--- src/reset_and_brownout_control_cfg.svh ---
// Register map, field positions, reset values and timing figures of the reset and brown-out block.
`ifndef RESET_AND_BROWNOUT_CONTROL_CFG_SVH
`define RESET_AND_BROWNOUT_CONTROL_CFG_SVH

`define RBC_ADDR_W       4
`define RBC_DATA_W       8
`define RBC_BORCS_OFS    4'h0
`define RBC_BORCS_RST    8'h80
`define RBC_SWEN_BIT     7
`define RBC_FS_BIT       6
`define RBC_RDY_BIT      0
`define RBC_CLK_NS       10
`define RBC_POWERUP_DELAY_TIMER_MS      64
`define RBC_POWERUP_DELAY_TIMER_W       23
`define RBC_FILTER_NS    1000
`define RBC_FILTER_W     8
`define RBC_SETTLE_NS    5000
`define RBC_SETTLE_W     10

`endif

--- src/reset_and_brownout_control_pkg.sv ---
// Types shared by the reset and brown-out block.
`default_nettype none
package reset_and_brownout_control_pkg;

    typedef enum logic [1:0] {
        BOR_OFF     = 2'b00,
        BOR_SW      = 2'b01,
        BOR_NOSLEEP = 2'b10,
        BOR_ON      = 2'b11
    } bor_mode_t;

    typedef enum logic [1:0] {
        S_POWER = 2'b00,
        S_TIMER = 2'b01,
        S_RUN   = 2'b10
    } seq_state_t;

endpackage : reset_and_brownout_control_pkg
`default_nettype wire

--- src/reset_and_brownout_control.sv ---
// Reset sequencer with power-up delay and a four-mode brown-out detector.
// Operation
// - Power, brown-out, low-power brown-out, pin, watchdog, instruction, stack, programming exit all reset.
// - Reset holds while the supply is below the power-on operating level.
// - Enabled power-up delay holds reset 64 ms after power-on or brown-out.
// - Power-up delay configuration bit is active low; set bit skips the delay.
// - Power-up delay starts only after power-on and brown-out both released.
// - Brown-out holds reset at the threshold; one bit picks the level.
// - Brown-out trips only after the supply stays low past the filter time.
// - Mode 11 keeps the detector on always; start waits, wake does not.
// - Mode 10 turns detector off in sleep; start and wake wait ready.
// - Mode 01 lets software enable switch the detector; no start wait.
// - Mode 00, or 01 with enable clear, disables detector; run at once.
// - Software mode protection begins once ready; ready bit shows it.
// - Ready bit reads one once the active detector has settled, else zero.
// - Software enable is always read-write but acts only in mode 01.
// - Fast start forces the reference on in modes 10 and 01 only.
// - Forced-on detector adds no delay; ready is set before execution.
// - Low-power brown-out request ORs with brown-out to the combined signal.
`include "reset_and_brownout_control_cfg.svh"
`timescale 1ns/1ps
`default_nettype none

module reset_and_brownout_control #(
    parameter int POWERUP_DELAY_TIMER_CYCLES = `RBC_POWERUP_DELAY_TIMER_MS * 1000000 / `RBC_CLK_NS
) (
    input  wire logic                                      mclk,
    input  wire logic                                      rst_b,
    input  wire logic                                      por_supply_ok,
    input  wire logic                                      supply_below_threshold,
    input  wire logic                                      lowpower_brownout_en,
    input  wire logic                                      lowpower_brownout_req,
    input  wire logic                                      external_reset_pin_en,
    input  wire logic                                      external_reset_pin_b,
    input  wire logic                                      watchdog_reset_req,
    input  wire logic                                      reset_instr_req,
    input  wire logic                                      stack_overflow_req,
    input  wire logic                                      stack_underflow_req,
    input  wire logic                                      prog_mode_exit,
    input  wire logic                                      sleep_mode,
    input  wire reset_and_brownout_control_pkg::bor_mode_t brownout_mode_sel,
    input  wire logic                                      brownout_level_sel,
    input  wire logic                                      powerup_delay_enable_n,
    input  wire logic [`RBC_ADDR_W-1:0]                    reg_addr,
    input  wire logic [`RBC_DATA_W-1:0]                    reg_wr_data,
    input  wire logic                                      reg_wr_en,
    input  wire logic                                      reg_rd_en,
    output logic      [`RBC_DATA_W-1:0]                    reg_rd_data,
    output logic                                           device_reset,
    output logic                                           brownout_detector_on,
    output logic                                           bandgap_on,
    output logic                                           brownout_level_out,
    output logic                                           combined_brownout
);
    import reset_and_brownout_control_pkg::*;

    localparam logic [`RBC_FILTER_W-1:0] FILTER_CYC = `RBC_FILTER_W'(`RBC_FILTER_NS / `RBC_CLK_NS);
    localparam logic [`RBC_SETTLE_W-1:0] SETTLE_CYC =
        `RBC_SETTLE_W'((`RBC_SETTLE_NS + `RBC_CLK_NS - 1) / `RBC_CLK_NS);
    localparam logic [`RBC_POWERUP_DELAY_TIMER_W-1:0]   POWERUP_DELAY_TIMER_LAST  = `RBC_POWERUP_DELAY_TIMER_W'(POWERUP_DELAY_TIMER_CYCLES - 1);

    seq_state_t                state_reg;
    seq_state_t                state_next;
    logic [`RBC_POWERUP_DELAY_TIMER_W-1:0]    timer_reg;
    logic [`RBC_POWERUP_DELAY_TIMER_W-1:0]    timer_next;
    logic [`RBC_FILTER_W-1:0]  filt_reg;
    logic [`RBC_FILTER_W-1:0]  filt_next;
    logic [`RBC_SETTLE_W-1:0]  settle_reg;
    logic [`RBC_SETTLE_W-1:0]  settle_next;
    logic                      swen_reg;
    logic                      swen_next;
    logic                      fs_reg;
    logic                      fs_next;
    logic [`RBC_DATA_W-1:0]    rd_data_reg;
    logic [`RBC_DATA_W-1:0]    rd_data_next;
    logic                      device_reset_reg;
    logic                      device_reset_next;
    logic                      det_on_reg;
    logic                      bg_on_reg;
    logic                      level_reg;
    logic                      comb_bor_reg;
    logic                      active;
    logic                      fs_act;
    logic                      bg_on_w;
    logic                      ready;
    logic                      bor_trip;
    logic                      comb_bor;
    logic                      power_src;
    logic                      other_src;
    logic                      wait_ready;
    logic                      sel_hit;

    always_comb begin
        // Detector power by mode.
        active = (brownout_mode_sel == BOR_ON) ||
                 ((brownout_mode_sel == BOR_NOSLEEP) && !sleep_mode) ||
                 ((brownout_mode_sel == BOR_SW) && swen_reg);
        fs_act  = fs_reg && ((brownout_mode_sel == BOR_NOSLEEP) || (brownout_mode_sel == BOR_SW));
        bg_on_w = active || fs_act;
        if (!bg_on_w) begin
            settle_next = '0;
        end else if (settle_reg == SETTLE_CYC) begin
            settle_next = settle_reg;
        end else begin
            settle_next = settle_reg + `RBC_SETTLE_W'(1);
        end
        ready = (settle_reg == SETTLE_CYC) && active;
        // Supply dip filter; only a dip longer than the filter time trips.
        if (active && ready && supply_below_threshold) begin
            filt_next = (filt_reg == FILTER_CYC) ? filt_reg : filt_reg + `RBC_FILTER_W'(1);
        end else begin
            filt_next = '0;
        end
        bor_trip  = (filt_reg == FILTER_CYC);
        comb_bor  = bor_trip || (lowpower_brownout_en && lowpower_brownout_req);
        power_src = !por_supply_ok || comb_bor || prog_mode_exit;
        other_src = (external_reset_pin_en && !external_reset_pin_b) || watchdog_reset_req ||
                    reset_instr_req || stack_overflow_req || stack_underflow_req;
        wait_ready = ((brownout_mode_sel == BOR_ON) &&
                      (!ready || (supply_below_threshold && device_reset_reg))) ||
                     ((brownout_mode_sel == BOR_NOSLEEP) && !sleep_mode && !ready);
        // Power-up sequence.
        state_next = state_reg;
        timer_next = timer_reg;
        case (state_reg)
            S_POWER: begin
                timer_next = '0;
                if (!power_src) begin
                    state_next = powerup_delay_enable_n ? S_RUN : S_TIMER;
                end
            end
            S_TIMER: begin
                if (power_src) begin
                    state_next = S_POWER;
                    timer_next = '0;
                end else if (timer_reg == POWERUP_DELAY_TIMER_LAST) begin
                    state_next = S_RUN;
                end else begin
                    timer_next = timer_reg + `RBC_POWERUP_DELAY_TIMER_W'(1);
                end
            end
            S_RUN: begin
                if (power_src) begin
                    state_next = S_POWER;
                    timer_next = '0;
                end
            end
            default: begin
                state_next = S_POWER;
                timer_next = '0;
            end
        endcase
        device_reset_next = power_src || other_src || (state_next != S_RUN) || wait_ready;
        // Register port.
        sel_hit   = (reg_addr == `RBC_BORCS_OFS);
        swen_next = swen_reg;
        fs_next   = fs_reg;
        if (comb_bor) begin
            swen_next = 1'(`RBC_BORCS_RST >> `RBC_SWEN_BIT);
            fs_next   = 1'(`RBC_BORCS_RST >> `RBC_FS_BIT);
        end else if (reg_wr_en && sel_hit) begin
            swen_next = reg_wr_data[`RBC_SWEN_BIT];
            fs_next   = reg_wr_data[`RBC_FS_BIT];
        end
        rd_data_next = '0;
        if (reg_rd_en && sel_hit) begin
            rd_data_next[`RBC_SWEN_BIT] = swen_reg;
            rd_data_next[`RBC_FS_BIT]   = fs_reg;
            rd_data_next[`RBC_RDY_BIT]  = ready;
        end
    end

    always_ff @(posedge mclk or negedge rst_b) begin
        if (!rst_b) begin
            state_reg        <= S_POWER;
            timer_reg        <= '0;
            filt_reg         <= '0;
            settle_reg       <= '0;
            swen_reg         <= 1'(`RBC_BORCS_RST >> `RBC_SWEN_BIT);
            fs_reg           <= 1'(`RBC_BORCS_RST >> `RBC_FS_BIT);
            rd_data_reg      <= '0;
            device_reset_reg <= 1'b1;
            det_on_reg       <= 1'b0;
            bg_on_reg        <= 1'b0;
            level_reg        <= 1'b0;
            comb_bor_reg     <= 1'b0;
        end else begin
            state_reg        <= state_next;
            timer_reg        <= timer_next;
            filt_reg         <= filt_next;
            settle_reg       <= settle_next;
            swen_reg         <= swen_next;
            fs_reg           <= fs_next;
            rd_data_reg      <= rd_data_next;
            device_reset_reg <= device_reset_next;
            det_on_reg       <= active;
            bg_on_reg        <= bg_on_w;
            level_reg        <= brownout_level_sel;
            comb_bor_reg     <= comb_bor;
        end
    end

    assign reg_rd_data          = rd_data_reg;
    assign device_reset         = device_reset_reg;
    assign brownout_detector_on = det_on_reg;
    assign bandgap_on           = bg_on_reg;
    assign brownout_level_out   = level_reg;
    assign combined_brownout    = comb_bor_reg;
endmodule : reset_and_brownout_control
`default_nettype wire

--- config.mk ---
export PLATFORM = sky130hd
export DESIGN_NAME = reset_and_brownout_control
export DESIGN_NICKNAME = d
export VERILOG_FILES = /design/src/reset_and_brownout_control_pkg.sv /design/src/reset_and_brownout_control.sv
export VERILOG_INCLUDE_DIRS = /design/src
export SDC_FILE = /design/constraint.sdc
export NUM_CORES = 1
export LEC_CHECK = 0
export BUFFER_PORTS_ARGS = -buffer_cell sky130_fd_sc_hd__buf_4
export CAP_MARGIN = 15
export CORE_MARGIN = 5
export CORE_UTILIZATION = 30
export CTS_BUF_LIST = sky130_fd_sc_hd__clkbuf_16
export DETAILED_ROUTE_END_ITERATION = 8
export PLACE_DENSITY = 0.51
export SLEW_MARGIN = 0
export SYNTH_ARGS = -nofsm -noshare
export SYNTH_HDL_FRONTEND = slang
export SYNTH_SLANG_ARGS = --single-unit
--- constraint.sdc ---
create_clock -name mclk -period 4.1 [get_ports mclk]
set_input_delay 0.615 -clock mclk [delete_from_list [all_inputs] [get_ports mclk]]
set_output_delay 0.615 -clock mclk [all_outputs]
set_load 0.1 [all_outputs]
==> flow_metrics.tcl, run 1 <==
set metrics [dict create \
    yosysMostFrequentCell "dfrtp_1" \
    cts.sinks 53 \
    synth_top_cells_by_area "dfrtp_1, xor2_1, nor2_1, ha_1, nand3_1" \
    p_sw_mw 0.2787 \
    p_int_mw 0.8516 \
    swShare 0.2466 \
    cp_slowest_cell "nor4_1" \
    fin_crit_ns 2.241 \
    grt_usage 0.1171 \
    tightest_slew_ns 0.8207 \
    synth-seq-area-share 0.4537 \
    power_frac_clock 0.422 \
    die_h_um 108.8 \
    status "finished, final reports clean" \
    core_area_um2 9639 \
    max_cap_violations 0 \
    synth_enable_flop_cells 0 \
    cp-end-kind "flop" \
    dr.pass1.iters 4 \
    synth_top_cell_area_share 0.4357 \
    synthFlopType "dfrtp_1" \
    vias 2276 \
    cpPeakStageDelay_ns 0.74 \
    finalSetupViolCount 0 \
    drt-initial-drc-count 82 \
    grt_antenna_before_repair 0 \
    fin_crit_sh 0.5465 \
    overflow 0 \
    clkTransAtPathRegs_ns 0.07 \
    cts_resized 0 \
    peakVddDrop_mv 0.1725 \
    wl_um 6472 \
    ys_seq_elements 53 \
    ios 45 \
    route.detailed.drc 0 \
    cts_max_level 2 \
    clk_latency_ns 0.29 \
    synth_top_cell_by_area "dfrtp_1" \
    hp-class "input port to asynchronous set/reset pin" \
    layout.nets 373 \
    fmax_mhz 446.3 \
    fin_tns_setup_ns 0 \
    combPwrFrac 0.100 \
    numCtsBuffers 5 \
    grt_first_pass_wirelength_um 11020 \
    synthArstFlopShare 1.000 \
    grt_max_degree 54 \
    finalHoldViolations 0 \
    wl_per_cell_um 13.86 \
    seqPwrFrac 0.478 \
    slew_headroom 0.4478 \
    grt_pass1_vias 2187 \
    numPortBuffers 33 \
    start_util 0.3039 \
    ant_nets 0 \
    drive_above_1_share 0.1587 \
    cp_data_arrival_time_ns 2.44 \
    area_growth_pct 17.34 \
    layoutNonFillerInstCount 467 \
    startpoint_type "flop" \
    syn_avg_cell_area_um2 9.667 \
    cts_root_buffer "clkbuf_16" \
    synth_area_um2 2929 \
    synth_cells 303 \
    largest_register_ffs 23 \
    clock_skew_ns 0.006479 \
    place_congestion 0.8212 \
    ctsHoldBuffers 0 \
    p_leak_nw 1.489 \
    dp.cells 459 \
    synthTopCellsByCount "dfrtp_1, nor2_1, nand2_1, nand3_1, inv_1" \
    ys_types 57 \
    vias_per_cell 4.874 \
    detailed_place_hpwl_um 4606 \
    clockBufferDepth 2 \
    die-area_um2 11840 \
    diodes 0 \
    worstPathCellList "ha_1 -> inv_1 -> nor4_1 -> nand4_1 -> or3_1 -> o221ai_1" \
    crit_required_ns 4.30 \
    postCtsSetupBuffers 0 \
    p_per_area_nw_per_um2 328.9 \
    rows 36 \
    finalMaxSlewViolations 0 \
    crit_type "flop to flop" \
    fp.dieW_um 108.8 \
    yosysWarnings 0 \
    grt_setup_unrepaired "false" \
    cts_tree "done" \
    critPathMaxFanout 6 \
]
-- worst max-delay path: cells and delay by family, from the launching register on --
family	cells	cell delay [ns]
AND/OR/NAND/NOR	3	1.30
flip-flops	1	0.45
adder cells (fa/ha/maj)	1	0.22
buffers and inverters	1	0.10
AO/OA/AOI/OAI	1	0.08
-- cell families after synthesis --
family	Yosys count	synth area share
AO/OA/AOI/OAI	47	0.1166
multiplexers	3	0.01025
other	1	0.001280
XOR/XNOR	21	0.06279
flip-flops	53	0.4537
adder cells (fa/ha/maj)	8	0.03417
buffers and inverters	31	0.05212
AND/OR/NAND/NOR	139	0.2691
-- stage by stage --
| step | util | hold WS [ns] | setup WS (ns) | cell area, um2 | total power, mW |
|---|---|---|---|---|---|
| finish | 0.3566 | 0.3626 | 1.859 | 3437 | 1.130 |
| global route | 0.3566 | 0.4176 | 1.628 | 3437 | 1.190 |
| CTS | 0.3566 | 0.3954 | 1.850 | 3437 | 1.152 |
| detailed placement | 0.3392 | 0.5314 | 1.809 | 3269 | 0.6665 |
| global placement | 0.3392 | 0.5257 | 1.878 | 3269 | 0.6652 |
| floorplan | - | 0.3194 | 2.164 | 2944 | 0.6250 |
-- routing by layer --
metal / wire length [um] / GRT usage / part of all wire / vias up
li1: - / - / - / 1142
met1: 3059 / 0.1580 / 0.47 / 1078
met2: 2972 / 0.1845 / 0.46 / 50
met3: 387 / 0.03375 / 0.060 / 6
met4: 53 / 0.03066 / 0.0082 / 0
met5: 0 / 0 / 0 / -
-- layout by cell type (no fill, tap or decap), types with 3 or more instances in the layout --
master / instances
dfrtp_1: 51
ha_1: 8
o21ai_0: 5
nor2_1: 34
mux2i_1: 3
a211o_1: 3
or4_1: 4
xor2_1: 16
buf_4: 33
nand2_1: 23
nor4_1: 4
nand4_1: 11
nor3_1: 10
conb_1: 5
inv_1: 18
nand3_1: 20
and3_1: 9
clkbuf_16: 5
a31oi_1: 3
a221o_1: 3
a21oi_1: 13
xnor2_1: 5
-- power by group through the flow --
stage                     clock network, mW  registers, mW  logic, mW
after floorplan                           0          0.571     0.0540
after global placement                    0          0.551      0.114
after detailed placement                  0          0.551      0.115
after CTS                             0.496          0.541      0.115
after global routing                  0.524          0.542      0.124
final                                 0.477          0.541      0.113
-- worst paths after layout --
path,start,to,slack (ns),cells past startpoint
max,timer_reg[0],timer_reg[22],1.86,6
min,rst_b,combined_brownout,0.36,1
max reg2reg,timer_reg[0],timer_reg[22],1.86,6
min reg2reg,filt_reg[7],filt_reg[7],0.55,2
max in group asynchronous,rst_b,timer_reg[1],3.28,1
min in group mclk,brownout_level_sel,brownout_level_out,0.43,1
-- area by class of cell --
type / count / area (um2)
Clock buffer: 5 / 125.1
Clock inverter: 3 / 42.54
Fill cell: 1028 / 6202
Inverter: 17 / 63.81
Multi-Input combinational cell: 223 / 1463
Sequential cell: 53 / 1329
Tap cell: 133 / 166.4
Timing Repair Buffer: 33 / 247.7
Note: power is estimated with default switching activity, not from simulation.
==> run 2: changes to the inputs <==
==> constraint.sdc (replaced) <==
create_clock -name mclk -period 2.12 [get_ports mclk]
set_input_delay 0.318 -clock mclk [delete_from_list [all_inputs] [get_ports mclk]]
set_output_delay 0.318 -clock mclk [all_outputs]
set_load 0.1 [all_outputs]
==> run 2 against run 1 <==
Effect of this change: sequential share of layout area shrank 1.8 points; flip-flop and latch count is the same; setup slack lost 1.7 ns; via count grew 3.2%; critical path type unchanged; largest power group unchanged.
==> flow_metrics.tcl, run 2 (same netlist as run 1, synthesis figures left out) <==
set metrics [dict create \
    diodes 0 \
    cp-end-kind "flop" \
    wl_um 6857 \
    start_util 0.3039 \
    cts_root_buffer "clkbuf_16" \
    grt_antenna_before_repair 0 \
    largest_register_ffs 23 \
    cpPeakStageDelay_ns 0.44 \
    ctsHoldBuffers 0 \
    register_area_um2 1329 \
    grt_pass1_vias 2383 \
    rows 36 \
    grt_setup_unrepaired "false" \
    critPathMaxFanout 11 \
    power_frac_clock 0.392 \
    fp.dieW_um 108.8 \
    final_common_cell "buf_4" \
    core_area_um2 9639 \
    finalMaxSlewViolations 0 \
    die_h_um 108.8 \
    crit_required_ns 2.30 \
    swShare 0.2667 \
    ios 45 \
    grt_first_pass_wirelength_um 11450 \
    r2r-start "timer_reg[14]" \
    wl_per_cell_um 13.97 \
    place_congestion 0.8627 \
    layout.nets 397 \
    startpoint_type "flop" \
    fmax_mhz 502.5 \
    vias_per_cell 4.784 \
    numCtsBuffers 5 \
    clkTransAtPathRegs_ns 0.07 \
    hp-class "input port to asynchronous set/reset pin" \
    layoutNonFillerInstCount 491 \
    route.detailed.drc 0 \
    postCtsSetupBuffers 0 \
    peakVddDrop_mv 0.3215 \
    die-area_um2 11840 \
    clock_skew_ns 0.005662 \
    fin_ws_ns 0.1299 \
    drt-initial-drc-count 56 \
    rr_endpoint "timer_reg[21]" \
    dr.pass1.iters 4 \
    fin_crit_sh 0.9387 \
    cp_data_arrival_time_ns 2.17 \
    p_sw_mw 0.5605 \
    drive_above_1_share 0.2179 \
    r2r_slack_ns 0.13 \
    tightest_slew_ns 0.6888 \
    numPortBuffers 33 \
    max_cap_violations 0 \
    crit_type "flop to flop" \
    p_int_mw 1.541 \
    cts_max_level 2 \
    vias 2349 \
    combPwrFrac 0.112 \
    area_growth_pct 23.20 \
    ant_nets 0 \
    place_ws_ns 0.1182 \
    finalSetupViolCount 0 \
    mostFrequentLayoutCells "buf_4, dfrtp_1, nor2_1, nand2_1, nand3_1" \
    status "finished, final reports clean" \
    multiInputGateArea_um2 1463 \
    num-fill-cells 997 \
    p_per_area_nw_per_um2 582.4 \
    clockBufferDepth 2 \
    cts.sinks 53 \
    slew_headroom 0.5408 \
    finalHoldViolations 0 \
    dp.cells 483 \
    overflow 0 \
    seqPwrFrac 0.496 \
    clk_latency_ns 0.29 \
    grt_usage 0.1200 \
    fin_crit_ns 1.990 \
    fin_tns_setup_ns 0 \
    cp_slowest_cell "nor4b_2" \
    reg2reg_depth 5 \
    cts_tree "done" \
    cts_resized 0 \
    p_leak_nw 1.600 \
    worstPathCellList "nor4b_2 -> nand4_4 -> nor2_8 -> and4b_1 -> a211o_1" \
    grt_max_degree 54 \
    detailed_place_hpwl_um 5010 \
]
-- run 2: changes by cell type in the layout (fill, tap and decap cells not counted) --
cell / delta
buf_12: +1
buf_4: +23
bufinv_16: -1
clkinv_2: +1
clkinv_4: -1
clkinvlp_4: +1
inv_1: -1
inv_6: +1
-- run 2: worst max path at each step --
stage / from / endpoint / slack [ns] / depth (start not counted)
finish: timer_reg[14] / timer_reg[21] / 0.13 / 5
detailed placement: timer_reg[14] / timer_reg[21] / 0.12 / 5
global route: timer_reg[1] / timer_reg[21] / 0.01 / 6
CTS: timer_reg[14] / timer_reg[21] / 0.11 / 5
global placement: timer_reg[0] / timer_reg[21] / 0.15 / 6
floorplan: timer_reg[0] / timer_reg[21] / 0.18 / 8
-- run 2: layout make-up --
cell class                      instances  share of cell area
Inverter                               17             0.01768
Sequential cell                        53              0.3682
Clock inverter                          3            0.005895
Clock buffer                            5             0.03467
Tap cell                              133             0.04612
Multi-Input combinational cell        223              0.4053
Timing Repair Buffer                   57              0.1221
-- run 2: power by group through the flow --
stage	sequential, mW	combinational (mW)	clock (mW)
global placement	1.06	0.235	0
CTS	1.04	0.239	0.852
floorplan	1.10	0.104	0
detailed placement	1.06	0.238	0
finish	1.04	0.235	0.824
global route	1.05	0.256	0.894
-- run 2: routing by layer --
layer / track usage / part of all wire / vias to the layer above
met5: 0 / 0 / -
met4: 0.02344 / 0.0048 / 0
met3: 0.02131 / 0.039 / 2
met2: 0.2109 / 0.49 / 36
met1: 0.1551 / 0.47 / 1132
li1: - / - / 1179
-- run 2: stage by stage --
| step | hold slack [ns] | cell area [um2] | power [mW] | util |
|---|---|---|---|---|
| finish | 0.06862 | 3608 | 2.102 | 0.3744 |
| global route | 0.1308 | 3608 | 2.195 | 0.3744 |
| CTS | 0.1044 | 3608 | 2.133 | 0.3744 |
| detailed placement | 0.4161 | 3462 | 1.301 | 0.3592 |
| global placement | 0.4093 | 3462 | 1.297 | 0.3592 |
| floorplan | 0.02241 | 2944 | 1.209 | - |
-- run 2: critical path: cells and delay by family (launching register included) --
family / cells / cell delay, ns
flops: 1 / 0.42
compound gates: 1 / 0.26
simple gates: 4 / 1.19
